--- src/hw/adcsq_consts.svh ---
`ifndef ADCSQ_CONSTS_SVH
`define ADCSQ_CONSTS_SVH

// ==========================================
// Register byte addresses
`define ADCSQ_A_INTCTL 8'h0b
`define ADCSQ_A_PIRF 8'h0c
`define ADCSQ_A_IRQCLR 8'h0d
`define ADCSQ_A_RESH 8'h1e
`define ADCSQ_A_CTL0 8'h1f
`define ADCSQ_A_PIE 8'h8c
`define ADCSQ_A_ANSLO 8'h91
`define ADCSQ_A_ANSHI 8'h93
`define ADCSQ_A_RESL 8'h9e
`define ADCSQ_A_CTL1 8'h9f

// ==========================================
// Field positions
`define ADCSQ_B_JUSTIFY 7
`define ADCSQ_B_VREF 6
`define ADCSQ_B_CHAN_HI 5
`define ADCSQ_B_CHAN_LO 2
`define ADCSQ_B_GO 1
`define ADCSQ_B_ON 0
`define ADCSQ_B_CS_HI 6
`define ADCSQ_B_CS_LO 4
`define ADCSQ_B_CONV_IRQ 6
`define ADCSQ_B_GIE 7
`define ADCSQ_B_PERIPHERAL_IRQ_ENABLE 6

// ==========================================
// Reset values and write masks
`define ADCSQ_R_INTCTL 8'h00
`define ADCSQ_R_CTL0 8'h00
`define ADCSQ_R_PIE 8'h00
`define ADCSQ_R_ANSLO 8'hff
`define ADCSQ_R_ANSHI 8'h0f
`define ADCSQ_R_CTL1 8'h00
`define ADCSQ_M_ANSHI 8'h0f
`define ADCSQ_M_CTL1 8'h70
`define ADCSQ_M_CTL0 8'hfd

// ==========================================
// Conversion clock divisors per select code
`define ADCSQ_DIV_C0 2
`define ADCSQ_DIV_C1 8
`define ADCSQ_DIV_C2 32
`define ADCSQ_DIV_C4 4
`define ADCSQ_DIV_C5 16
`define ADCSQ_DIV_C6 64

// ==========================================
// Timing
`define ADCSQ_CLK_NS 50
`define ADCSQ_INSTR_NS 200
`define ADCSQ_INSTR_CYC ((`ADCSQ_INSTR_NS + `ADCSQ_CLK_NS - 1) / `ADCSQ_CLK_NS)
`define ADCSQ_RC_TAD_NS 2000
`define ADCSQ_RC_TAD_CYC ((`ADCSQ_RC_TAD_NS + `ADCSQ_CLK_NS - 1) / `ADCSQ_CLK_NS)
`define ADCSQ_CONV_TADS 11
`define ADCSQ_TRIG_MODE 4'hb
`define ADCSQ_VECTOR 13'h0004

`endif

--- src/hw/adcsq_pkg.sv ---
package adcsq_pkg;
    typedef enum logic [1:0] {
        ADCSQ_IDLE = 2'b00,
        ADCSQ_DELAY = 2'b01,
        ADCSQ_CONV = 2'b10
    } adcsq_state_t;
    typedef logic [2:0] adcsq_clksel_t;
endpackage

--- src/hw/adcsq_top.sv ---
// Strobed register access is this design's own decision.
`timescale 1ns/1ps
`include "adcsq_consts.svh"
module adcsq_top (
    input wire logic ref_clk_in,
    input wire logic rst_in,
    input wire logic [7:0] addr_in,
    input wire logic [7:0] wdata_in,
    input wire logic wr_in,
    input wire logic rd_in,
    output logic [7:0] rdata_out,
    input wire logic sleep_in,
    input wire logic special_event_in,
    input wire logic [3:0] compare_mode_in,
    input wire logic [9:0] adc_data_in,
    output logic timer_one_reset_out,
    output logic converter_power_out,
    output logic conv_busy_out,
    output logic [3:0] channel_out,
    output logic vref_sel_out,
    output logic [11:0] analog_select_out,
    output logic irq_out,
    output logic wake_out,
    output logic vector_jump_out,
    output logic [12:0] vector_addr_out
);
    import adcsq_pkg::*;

    localparam logic [6:0] INSTR_LAST = 7'(`ADCSQ_INSTR_CYC - 1);
    localparam logic [6:0] CONV_LAST = 7'(`ADCSQ_CONV_TADS - 1);

    logic [7:0] intctl_reg, intctl_next, pie_reg, pie_next;
    logic [7:0] ans_lo_reg, ans_lo_next, ans_hi_reg, ans_hi_next;
    logic [7:0] ctl0_reg, ctl0_next, ctl1_reg, ctl1_next, rdata_reg, rdata_next;
    adcsq_state_t state_reg, state_next;
    logic [6:0] step_reg, step_next;
    logic go_reg, go_next, flag_reg, flag_next, pdown_reg, pdown_next;
    logic power_reg, power_next, busy_reg, busy_next, irq_reg, irq_next;
    logic wake_reg, wake_next, jump_reg, jump_next, t1rst_reg, t1rst_next;
    logic [12:0] vec_reg, vec_next;
    logic [7:0] res_hi_reg, res_hi_next, res_lo_reg, res_lo_next;
    logic wr_ctl0, wr_clr, rc_sel, trig_start, done, div_restart, tad_tick, irq_armed;

    assign wr_ctl0 = wr_in && addr_in == `ADCSQ_A_CTL0;
    assign wr_clr = wr_in && addr_in == `ADCSQ_A_IRQCLR && wdata_in[`ADCSQ_B_CONV_IRQ];
    // Codes x11 select the dedicated RC oscillator
    assign rc_sel = ctl1_reg[`ADCSQ_B_CS_LO + 1:`ADCSQ_B_CS_LO] == 2'b11;
    assign trig_start = special_event_in && compare_mode_in == `ADCSQ_TRIG_MODE && ctl0_reg[`ADCSQ_B_ON];
    assign done = !rst_in && state_reg == ADCSQ_CONV && tad_tick && step_reg == CONV_LAST;
    assign irq_armed = pie_reg[`ADCSQ_B_CONV_IRQ] && intctl_reg[`ADCSQ_B_PERIPHERAL_IRQ_ENABLE];

    // ==========================================
    // Software registers
    always_comb
    begin
        intctl_next = intctl_reg;
        pie_next = pie_reg;
        ans_lo_next = ans_lo_reg;
        ans_hi_next = ans_hi_reg;
        ctl0_next = ctl0_reg;
        ctl1_next = ctl1_reg;
        rdata_next = 8'h00;
        if (wr_in)
        begin
            case (addr_in)
                `ADCSQ_A_INTCTL: intctl_next = wdata_in;
                `ADCSQ_A_PIE: pie_next = wdata_in;
                `ADCSQ_A_ANSLO: ans_lo_next = wdata_in;
                `ADCSQ_A_ANSHI: ans_hi_next = wdata_in & `ADCSQ_M_ANSHI;
                `ADCSQ_A_CTL0: ctl0_next = wdata_in & `ADCSQ_M_CTL0;
                `ADCSQ_A_CTL1: ctl1_next = wdata_in & `ADCSQ_M_CTL1;
                default: ctl1_next = ctl1_reg;
            endcase
        end
        if (rd_in)
        begin
            case (addr_in)
                `ADCSQ_A_INTCTL: rdata_next = intctl_reg;
                `ADCSQ_A_PIRF: rdata_next = {1'b0, flag_reg, 6'h00};
                `ADCSQ_A_RESH: rdata_next = res_hi_reg;
                `ADCSQ_A_CTL0: rdata_next = {ctl0_reg[7:2], go_reg, ctl0_reg[0]};
                `ADCSQ_A_PIE: rdata_next = pie_reg;
                `ADCSQ_A_ANSLO: rdata_next = ans_lo_reg;
                `ADCSQ_A_ANSHI: rdata_next = ans_hi_reg;
                `ADCSQ_A_RESL: rdata_next = res_lo_reg;
                `ADCSQ_A_CTL1: rdata_next = ctl1_reg;
                default: rdata_next = 8'h00;
            endcase
        end
    end

    always_ff @(posedge ref_clk_in)
    begin
        if (rst_in)
        begin
            intctl_reg <= `ADCSQ_R_INTCTL;
            pie_reg <= `ADCSQ_R_PIE;
            ans_lo_reg <= `ADCSQ_R_ANSLO;
            ans_hi_reg <= `ADCSQ_R_ANSHI;
            ctl0_reg <= `ADCSQ_R_CTL0;
            ctl1_reg <= `ADCSQ_R_CTL1;
            rdata_reg <= 8'h00;
        end
        else
        begin
            intctl_reg <= intctl_next;
            pie_reg <= pie_next;
            ans_lo_reg <= ans_lo_next;
            ans_hi_reg <= ans_hi_next;
            ctl0_reg <= ctl0_next;
            ctl1_reg <= ctl1_next;
            rdata_reg <= rdata_next;
        end
    end

    adcsq_tad_div u_tad_div (
        .ref_clk_in(ref_clk_in),
        .rst_in(rst_in),
        .restart_in(div_restart),
        .sel_in(ctl1_reg[`ADCSQ_B_CS_HI:`ADCSQ_B_CS_LO]),
        .tick_out(tad_tick)
    );

    // ==========================================
    // Conversion sequencer
    always_comb
    begin
        state_next = state_reg;
        step_next = step_reg;
        go_next = go_reg;
        pdown_next = pdown_reg && sleep_in;
        res_hi_next = res_hi_reg;
        res_lo_next = res_lo_reg;
        wake_next = 1'b0;
        jump_next = 1'b0;
        vec_next = 13'h0000;
        div_restart = 1'b0;
        t1rst_next = special_event_in;
        case (state_reg)
            ADCSQ_IDLE:
            begin
                step_next = 7'h00;
                if (go_reg && ctl0_reg[`ADCSQ_B_ON] && !pdown_reg)
                begin
                    // RC start waits an instruction so a sleep can settle the supply
                    state_next = rc_sel ? ADCSQ_DELAY : ADCSQ_CONV;
                    div_restart = !rc_sel;
                end
            end
            ADCSQ_DELAY:
            begin
                step_next = step_reg + 7'h01;
                if (step_reg == INSTR_LAST)
                begin
                    state_next = ADCSQ_CONV;
                    step_next = 7'h00;
                    div_restart = 1'b1;
                end
            end
            ADCSQ_CONV:
            begin
                if (tad_tick)
                    step_next = step_reg + 7'h01;
                if (done)
                begin
                    state_next = ADCSQ_IDLE;
                    go_next = 1'b0;
                    if (ctl0_reg[`ADCSQ_B_JUSTIFY])
                    begin
                        res_hi_next = {6'h00, adc_data_in[9:8]};
                        res_lo_next = adc_data_in[7:0];
                    end
                    else
                    begin
                        res_hi_next = adc_data_in[9:2];
                        res_lo_next = {adc_data_in[1:0], 6'h00};
                    end
                    if (sleep_in && irq_armed)
                    begin
                        wake_next = 1'b1;
                        jump_next = intctl_reg[`ADCSQ_B_GIE];
                        vec_next = intctl_reg[`ADCSQ_B_GIE] ? `ADCSQ_VECTOR : 13'h0000;
                    end
                    else if (sleep_in)
                        pdown_next = 1'b1;
                end
            end
            default: state_next = ADCSQ_IDLE;
        endcase
        if (sleep_in && !rc_sel)
            pdown_next = 1'b1;
        if (state_reg != ADCSQ_IDLE && !done &&
            (!ctl0_reg[`ADCSQ_B_ON] || (sleep_in && !rc_sel) || (wr_ctl0 && !wdata_in[`ADCSQ_B_GO])))
        begin
            state_next = ADCSQ_IDLE;
            go_next = 1'b0;
        end
        if (wr_ctl0)
            go_next = wdata_in[`ADCSQ_B_GO];
        if (trig_start)
            go_next = 1'b1;
        // A completion in the clearing cycle keeps the flag
        flag_next = (flag_reg && !wr_clr) || done;
        irq_next = flag_next && pie_reg[`ADCSQ_B_CONV_IRQ];
        power_next = ctl0_next[`ADCSQ_B_ON] && !pdown_next;
        busy_next = state_next != ADCSQ_IDLE;
    end

    always_ff @(posedge ref_clk_in)
    begin
        if (rst_in)
        begin
            state_reg <= ADCSQ_IDLE;
            step_reg <= 7'h00;
            go_reg <= 1'b0;
            flag_reg <= 1'b0;
            pdown_reg <= 1'b0;
            power_reg <= 1'b0;
            busy_reg <= 1'b0;
            irq_reg <= 1'b0;
            wake_reg <= 1'b0;
            jump_reg <= 1'b0;
            vec_reg <= 13'h0000;
            t1rst_reg <= 1'b0;
        end
        else
        begin
            state_reg <= state_next;
            step_reg <= step_next;
            go_reg <= go_next;
            flag_reg <= flag_next;
            pdown_reg <= pdown_next;
            power_reg <= power_next;
            busy_reg <= busy_next;
            irq_reg <= irq_next;
            wake_reg <= wake_next;
            jump_reg <= jump_next;
            vec_reg <= vec_next;
            t1rst_reg <= t1rst_next;
        end
    end

    // Result pair survives reset, so it has no reset branch
    always_ff @(posedge ref_clk_in)
    begin
        res_hi_reg <= res_hi_next;
        res_lo_reg <= res_lo_next;
    end

    assign rdata_out = rdata_reg;
    assign timer_one_reset_out = t1rst_reg;
    assign converter_power_out = power_reg;
    assign conv_busy_out = busy_reg;
    assign channel_out = ctl0_reg[`ADCSQ_B_CHAN_HI:`ADCSQ_B_CHAN_LO];
    assign vref_sel_out = ctl0_reg[`ADCSQ_B_VREF];
    assign analog_select_out = {ans_hi_reg[3:0], ans_lo_reg};
    assign irq_out = irq_reg;
    assign wake_out = wake_reg;
    assign vector_jump_out = jump_reg;
    assign vector_addr_out = vec_reg;

    // ==========================================
    // Checks
    chk_done_clears_go: assert property (@(posedge ref_clk_in) disable iff (rst_in)
        (done && !trig_start && !wr_ctl0) |=> !go_reg && !conv_busy_out)
        else $error("go bit not cleared at completion");

    chk_result_justify: assert property (@(posedge ref_clk_in) disable iff (rst_in)
        done |=> (ctl0_reg[7] ? {res_hi_reg[1:0], res_lo_reg} : {res_hi_reg, res_lo_reg[7:6]})
            == $past(adc_data_in))
        else $error("result pair misplaced");

    chk_rc_delay_hold: assert property (@(posedge ref_clk_in) disable iff (rst_in)
        (state_reg == ADCSQ_IDLE ##1 state_reg == ADCSQ_DELAY) |-> (state_reg != ADCSQ_CONV)[*4])
        else $error("RC start not delayed");

    chk_sleep_wake: assert property (@(posedge ref_clk_in) disable iff (rst_in)
        (done && sleep_in && irq_armed) |=> wake_out && vector_jump_out == $past(intctl_reg[7])
            && vector_addr_out == (vector_jump_out ? 13'h0004 : 13'h0000))
        else $error("wake from sleep wrong");

    chk_sleep_power_down: assert property (@(posedge ref_clk_in) disable iff (rst_in)
        (done && sleep_in && !irq_armed && !wr_ctl0) |=> !converter_power_out && ctl0_reg[0] == $past(ctl0_reg[0]))
        else $error("no power down after sleep completion");

    chk_sleep_abort: assert property (@(posedge ref_clk_in) disable iff (rst_in)
        (sleep_in && !rc_sel && busy_reg && !wr_in) |=> !conv_busy_out && !converter_power_out && !go_reg
            && ctl0_reg[0] == $past(ctl0_reg[0]))
        else $error("sleep did not abort conversion");

    chk_reset_state: assert property (@(posedge ref_clk_in)
        rst_in |=> ctl0_reg == 8'h00 && !converter_power_out && !go_reg && $stable(res_hi_reg)
            && $stable(res_lo_reg) && ans_lo_reg == 8'hff)
        else $error("reset values wrong");

    chk_trigger_start: assert property (@(posedge ref_clk_in) disable iff (rst_in)
        trig_start |=> go_reg && timer_one_reset_out)
        else $error("trigger did not start conversion");

    chk_trigger_ignored: assert property (@(posedge ref_clk_in) disable iff (rst_in)
        (special_event_in && !ctl0_reg[0] && !wr_ctl0 && state_reg == ADCSQ_IDLE)
            |=> timer_one_reset_out && go_reg == $past(go_reg))
        else $error("trigger not ignored while off");

    chk_flag_sticky: assert property (@(posedge ref_clk_in) disable iff (rst_in)
        (done || (flag_reg && !wr_clr)) |=> flag_reg && irq_out == $past(pie_reg[6]))
        else $error("conversion flag lost");
endmodule

--- src/hw/adcsq_tad_div.sv ---
`timescale 1ns/1ps
`include "adcsq_consts.svh"
module adcsq_tad_div (
    input wire logic ref_clk_in,
    input wire logic rst_in,
    input wire logic restart_in,
    input wire adcsq_pkg::adcsq_clksel_t sel_in,
    output logic tick_out
);
    import adcsq_pkg::*;

    logic [6:0] count_reg, count_next, last;
    logic tick_reg, tick_next;

    // ==========================================
    // Period select
    always_comb
    begin
        case (sel_in)
            3'h0: last = 7'(`ADCSQ_DIV_C0 - 1);
            3'h1: last = 7'(`ADCSQ_DIV_C1 - 1);
            3'h2: last = 7'(`ADCSQ_DIV_C2 - 1);
            3'h4: last = 7'(`ADCSQ_DIV_C4 - 1);
            3'h5: last = 7'(`ADCSQ_DIV_C5 - 1);
            3'h6: last = 7'(`ADCSQ_DIV_C6 - 1);
            default: last = 7'(`ADCSQ_RC_TAD_CYC - 1);
        endcase
        count_next = (restart_in || count_reg >= last) ? 7'h00 : count_reg + 7'h01;
        tick_next = !restart_in && count_reg >= last;
    end

    always_ff @(posedge ref_clk_in)
    begin
        if (rst_in)
        begin
            count_reg <= 7'h00;
            tick_reg <= 1'b0;
        end
        else
        begin
            count_reg <= count_next;
            tick_reg <= tick_next;
        end
    end

    assign tick_out = tick_reg;

    chk_div_two_period: assert property (@(posedge ref_clk_in) disable iff (rst_in)
        ((tick_reg && sel_in == 3'h0 && !restart_in) ##1 (!restart_in && sel_in == 3'h0)) |=> tick_reg)
        else $error("divide-by-two tick missing");
endmodule

--- config.mk ---
export PLATFORM = sky130hd
export DESIGN_NAME = adcsq_top
export DESIGN_NICKNAME = d
export VERILOG_FILES = /design/src/hw/adcsq_pkg.sv /design/src/hw/adcsq_top.sv /design/src/hw/adcsq_tad_div.sv
export VERILOG_INCLUDE_DIRS = /design/src /design/src/hw
export SDC_FILE = /design/constraint.sdc
export NUM_CORES = 1
export LEC_CHECK = 0
export BUFFER_PORTS_ARGS = -buffer_cell sky130_fd_sc_hd__buf_2
export CAP_MARGIN = 25
export CELL_PAD_IN_SITES_DETAIL_PLACEMENT = 1
export CELL_PAD_IN_SITES_GLOBAL_PLACEMENT = 1
export CORE_MARGIN = 1.5
export CORE_UTILIZATION = 42
export DETAILED_ROUTE_END_ITERATION = 8
export PLACE_DENSITY = 0.76
export SLEW_MARGIN = 20
export SYNTH_ARGS = -nofsm -noshare
export SYNTH_HDL_FRONTEND = slang
export SYNTH_SLANG_ARGS = --single-unit
export TNS_END_PERCENT = 10
--- constraint.sdc ---
create_clock -name ref_clk_in -period 2 [get_ports ref_clk_in]
set_clock_uncertainty 0.05 [all_clocks]
set_input_delay 0.2 -clock ref_clk_in [delete_from_list [all_inputs] [get_ports ref_clk_in]]
set_output_delay 0.2 -clock ref_clk_in [all_outputs]
set_load 0.1 [all_outputs]
# Yosys cells after proc, flatten, opt, wreduce, memory -nomap -nowiden
# Cells that the tools add are included.
[op_classes]
mux = 30
addsub = 2
bitwise = 4
reduce_logical = 54
n_lt_le_gt_ge = 1
n_eq_ne = 22
[op_table]
columns = ["cell", "count"]
rows = [
  ["one-hot mux 8 bit (9 select lines)", 1],
  ["== test 8 bit (second input constant)", 5],
  ["one-hot mux 6 bit (6 select lines)", 1],
  ["== test 8 x 4 -> 1 bit (second input constant)", 3],
  ["logical AND 1 bit", 21],
  ["one-hot mux 7 bit (3 select lines)", 1],
  ["AND reduction 2 bit", 9],
  ["== test 8 x 5 -> 1 bit (second input constant)", 2],
  ["2-to-1 mux 1 bit", 15],
  ["adder 7 x 1 -> 7 bit (second input constant)", 2],
  ["2-to-1 mux 7 bit", 2],
  ["2-to-1 mux 2 bit", 6],
  ["== test 3 bit (second input constant)", 3],
  ["zero test 1 bit", 9],
  ["2-to-1 mux 8 bit", 1],
  ["nonzero test 4 bit", 2],
  ["== test 7 x 2 -> 1 bit (second input constant)", 1],
  ["== test 7 x 4 -> 1 bit (second input constant)", 1],
  [">= comparator 7 x 6 -> 1 bit", 1],
  ["one-hot mux 2 bit (3 select lines)", 1],
  ["== test 2 bit (second input constant)", 2],
  ["== test 4 bit (second input constant)", 1],
  ["logical OR 1 bit", 4],
  ["NOT 1 bit", 4],
  ["13 further kinds", 15],
]
[word_totals]
register_bits = 101
wordCells = 139
in_bits = 36

# Logic depth before layout (Yosys ltp)
[logic_depth]
depth_word = 10
ltp_mapped = 8

# Hierarchy
# Synthesis repeated with hierarchy kept, for this count alone.
[hier_totals]
hier_cells = 461
hier_area_um2 = 4301.6
[by_module_without_submodules]
columns = ["module", "cells_per_inst", "area_per_inst_um2", "seq_area_each_um2", "n_inst"]
rows = [
  ["adcsq_top", 411, 3844.9, 1761.7, 1],
  ["adcsq_tad_div", 50, 456.7, 160.2, 1],
]

# Worst setup path before layout
# Ideal clock, no wire load.
[synth_timing]
path_type = "reg2reg"
from = "register ctl1_reg[4]"
to = "register u_tad_div.tick_reg, in the netlist u_tad_div.tick_out"
arrival_ps = 1638
slack_ps = 190
period_less_slack_ps = 1810
t_required_ps = 1829
stages_incl_launch_ff = 9
path_cell_list = "dfxtp_1 clkbuf_1 nand3b_1 and2_1 ha_1 a21oi_1 o21ai_0 a31o_2 nor2b_1"
[synth_between]
elab_chain_len = 6
[synth_lines]
columns = ["item", "line", "rtl"]
rows = [
  ["start, declared", "adcsq_top.sv:34", "logic [7:0] ctl0_reg, ctl0_next, ctl1_reg, ctl1_next, rdata_reg, rdata_next;"],
  ["start signal, assigned", "adcsq_top.sv:101", "ctl1_reg <= `ADCSQ_R_CTL1;"],
  ["start signal, assigned", "adcsq_top.sv:111", "ctl1_reg <= ctl1_next;"],
  ["parallel branches: the longest is 5 deep, another holds >= comparator 7 x 6 -> 1 bit", "--", ""],
  ["logical AND 1 bit *", "adcsq_tad_div.sv:29", "tick_next = !restart_in && count_reg >= last;"],
  ["end signal, assigned", "adcsq_tad_div.sv:42", "tick_reg <= tick_next;"],
  ["end, declared", "adcsq_tad_div.sv:13", "logic tick_reg, tick_next;"],
]
# Every way passes the cells marked *.
# A chain may end at the register's enable or synchronous reset.

# Final worst setup path
[layout_timing]
from = "register step_reg[2]"
to = "register busy_reg, in the netlist conv_busy_out"
[layout_between]
elab_chain_len = 7
[layout_lines]
columns = ["item", "line", "rtl"]
rows = [
  ["start, declared", "adcsq_top.sv:36", "logic [6:0] step_reg, step_next;"],
  ["start signal, assigned", "adcsq_top.sv:229", "step_reg <= step_next;"],
  ["parallel branches: the longest is 5 deep, another holds == test 7 x 4 -> 1 bit", "--", ""],
  ["2-to-1 mux 2 bit *", "adcsq_top.sv:192", "if (state_reg != ADCSQ_IDLE && !done &&"],
  ["nonzero test 2 bit *", "adcsq_top.sv:206", "busy_next = state_next != ADCSQ_IDLE;"],
  ["end signal, assigned", "adcsq_top.sv:234", "busy_reg <= busy_next;"],
  ["end, declared", "adcsq_top.sv:38", "logic power_reg, power_next, busy_reg, busy_next, irq_reg, irq_next;"],
]
# Marks and branches as above.

==> impl_metrics.csv <==
group,metric,value,unit
run_status,status,"finished, final reports clean",
floorplan,io_pins,80,
synth,ys_seq_area_share,45.1,%
clock_tree,cts.sinks,88,
synth,async_flop_share,0,%
detailed_routing,drt_pre_antenna_iters,4,
clock_tree,root_buffer,"clkbuf_8",
floorplan,die-height,104,um
power,p_seq_share,52.3,%
power,peakVddDrop,366,uV
power,sw_frac_of_total,28.8,%
floorplan,start_util,43.4,%
setup_path,crit_path_start_kind,"register",
detailed_routing,drt_first_iter_violations,202,
synth,yosys.area.top_type,"dfxtp_1",
setup_path,required,2.17,ns
sta,finalHoldViolations,0,
clock_tree,clk_pin_slew,0.10,ns
setup_path,cp-endpoint,"conv_busy_out",
sta,relSlewSlack,59.5,%
clock_tree,clk_latency,0.37,ns
global_route,grt_first_pass_wirelength,20100,um
global_route,antenna_found_initial,0,
sta,worst_pin_slew,0.607,ns
clock_tree,post-cts-setup-buffers,0,
synth,synthFlopType,"dfxtp_1",
global_route,grt_max_degree,30,
placed_design,dpl.hpwl,9180,um
setup_path,cp_max_fo,5,
synth,synth-seq-cells,88,
power,power_leakage,2.09,nW
detailed_routing,num_vias,3731,
setup_path,rr_endpoint,"conv_busy_out",
synth,synth-edff-count,16,
placed_design,pre_cts_ws,-0.0132,ns
synth,synthTopCellsByCount,"dfxtp_1, nand3_1, nor2_1",
synth,synth_top_area_share,33.8,%
power,cellPowerDensity,719,nW/um^2
global_route,grt-ovfl-total,0,
hold_path,hold_path.class,"input port to register",
finish,fin_area,4980,sq um
setup_path,ff2ff_path_depth,4,
synth,ys_types,60,
power,internal_power,2.55,mW
synth,syn_area,4260,sq um
placed_design,place.gp.congestion,0.861,
setup_path,critPathLaunch,"step_reg[2]",
placed_design,dpl-instance-area,4750,sq um
clock_tree,htree_levels,3,
detailed_routing,vias_per_cell,5.71,
setup_path,crit_chain,"or4_4 -> o31a_1 -> o31ai_1 -> a31oi_1",
run,drv_cap,0,
clock_tree,cts_inserted_buffers,9,
sta,setup_viol,0,
finish,syn_to_final_growth,16.9,%
detailed_routing,detail-route-antenna-nets,0,
synth,yosysMostFrequentCell,"dfxtp_1",
synth,synth_area_leaders,"dfxtp_1, edfxtp_1, mux2i_1",
setup_path,reg2reg_slack,0.11,ns
sta,fin_ws,0.108,ns
sta,fin_crit,1.89,ns
setup_path,crit_slowest_cell,"or4_4",
global_route,track_usage,23.8,%
global_route,grt_pass1_vias,3812,
synth,yosysWarnings,0,
sta,fmax,0.529,GHz
power,pwr-share-clk,35.8,%
power,p_sw,1.03,mW
finish,layout-drive-gt1-share,23.7,%
clock_tree,clockBufferDepth,2,
sta,slew_viol_final,0,
setup_path,path_class,"register to register",
power,finalPower,3.58,mW
sta,final.period_utilization,94.6,%
synth,postSynthCellCount,442,
synth,avgSynthCellArea,9.65,sq um
floorplan,core,9820,sq um
sta,rsz0062_at_grt,"true",
setup_path,cp.arrival,2.07,ns
floorplan,die_w,104,um
setup_path,cp-end-kind,"register",
floorplan,fp-row-count,36,
finish,num_antenna_cells,0,
finish,nNetsFinal,563,
clock_tree,cts_tree,"built",
placed_design,port-buffer-count,67,
detailed_routing,drc_errors,0,
detailed_routing,drt_wl_total,12400,um
hold_path,holdPathStages,2,
detailed_routing,routedWlPerCell,18.9,um
power,power.share.combinational,11.9,%
setup_path,crit_path_max_incr_delay,0.56,ns
setup_path,reg2reg_from,"step_reg[2]",
floorplan,die-area,10800,sq um
==> power by group through the flow <==
stage          Clock (mW)  Combinational (mW)  Sequential [mW]
6_report             1.28               0.427             1.87
3_3_place_gp            0               0.399             1.90
3_5_place_dp            0               0.425             1.91
2_1_floorplan           0               0.304             1.91
5_1_grt              1.38               0.463             1.88
4_1_cts              1.31               0.429             1.87
==> routing by layer <==
metal / vias up / GRT usage [%] / part of all wire [%]
li1: 1738 / - / -
met1: 1856 / 30.9 / 45
met2: 114 / 39.0 / 48
met3: 23 / 3.46 / 4.7
met4: 0 / 11.4 / 2.4
met5: - / 0 / 0
==> critical path: cells and delay by family, from the launching register on <==
family / cells / cell delay [ns]
DFF: 1 / 0.37
and+or+nand+nor: 1 / 0.56
AOI/OAI and AO/OA: 3 / 0.78
==> repair_timing <==
action                                  4_1_cts  5_1_grt
hold buffers                                  1        0
endpoints found under the setup margin        2       10
resized for setup                             2        5
endpoints found under the hold margin         1        0
cloned                                        0        0
pin swaps                                     0        0
==> through the flow <==
step | hold WS [ns] | instances | utilization, % | setup TNS, ns
floorplan | 0.275 | 453 | - | 0
global placement | 0.383 | 636 | 48.4 | 0
detailed placement | 0.394 | 636 | 48.4 | -0.0132
CTS | 0.0578 | 653 | 50.6 | 0
global route | 0.0724 | 653 | 50.8 | -0.00420
finish | 0.0690 | 653 | 50.8 | 0
==> placed cells by master (no fill, tap or decap), types with 3 or more instances in the layout <==
| cell | n |
|---|---|
| a211oi_1 | 6 |
| a21oi_1 | 15 |
| a221oi_1 | 5 |
| a222oi_1 | 4 |
| a22oi_1 | 17 |
| a31oi_1 | 7 |
| and2_1 | 11 |
| and3_1 | 8 |
| and4b_1 | 4 |
| buf_2 | 67 |
| buf_4 | 21 |
| clkbuf_8 | 9 |
| conb_1 | 12 |
| dfxtp_1 | 70 |
| edfxtp_1 | 16 |
| ha_1 | 12 |
| inv_1 | 18 |
| mux2_2 | 4 |
| mux2i_1 | 22 |
| nand2_1 | 28 |
| nand3_1 | 29 |
| nand4_1 | 4 |
| nand4b_1 | 6 |
| nor2_1 | 29 |
| nor2b_1 | 11 |
| nor3_1 | 14 |
| nor4_1 | 8 |
| o211ai_1 | 3 |
| o21ai_0 | 3 |
| xnor2_1 | 7 |
| xor2_1 | 3 |
==> layout make-up <==
type	count	area [sq um]
clock buffer	9	124
clock inverter	7	78.8
fill	1187	4840
inverter	18	67.6
multi-input combinational	308	2100
sequential	88	1920
tap	133	166
timing repair buffer	90	523
==> cells by family after synthesis <==
group	after synthesis	share of synthesized area [%]
AND/OR/NAND/NOR	169	22.0
flip-flops	88	45.1
AO/OA/AOI/OAI	79	13.9
buffers and inverters	57	7.13
multiplexers	26	6.22
adder cells (fa/ha/maj)	12	3.52
XOR/XNOR	10	2.05
other	1	0.0879
==> how the worst min path moves through the flow <==
| stage | startpoint | endpoint | slack, ns |
|---|---|---|---|
| CTS | adc_data_in[1] | res_lo_reg[1] | 0.06 |
| global route | wdata_in[1] | intctl_reg[1] | 0.07 |
| finish | adc_data_in[1] | res_lo_reg[1] | 0.07 |
| detailed placement | special_event_in | timer_one_reset_out | 0.39 |
| global placement | special_event_in | timer_one_reset_out | 0.38 |
| floorplan | wdata_in[0] | ans_hi_reg[0] | 0.28 |
Power figures use the tool's default switching activity.
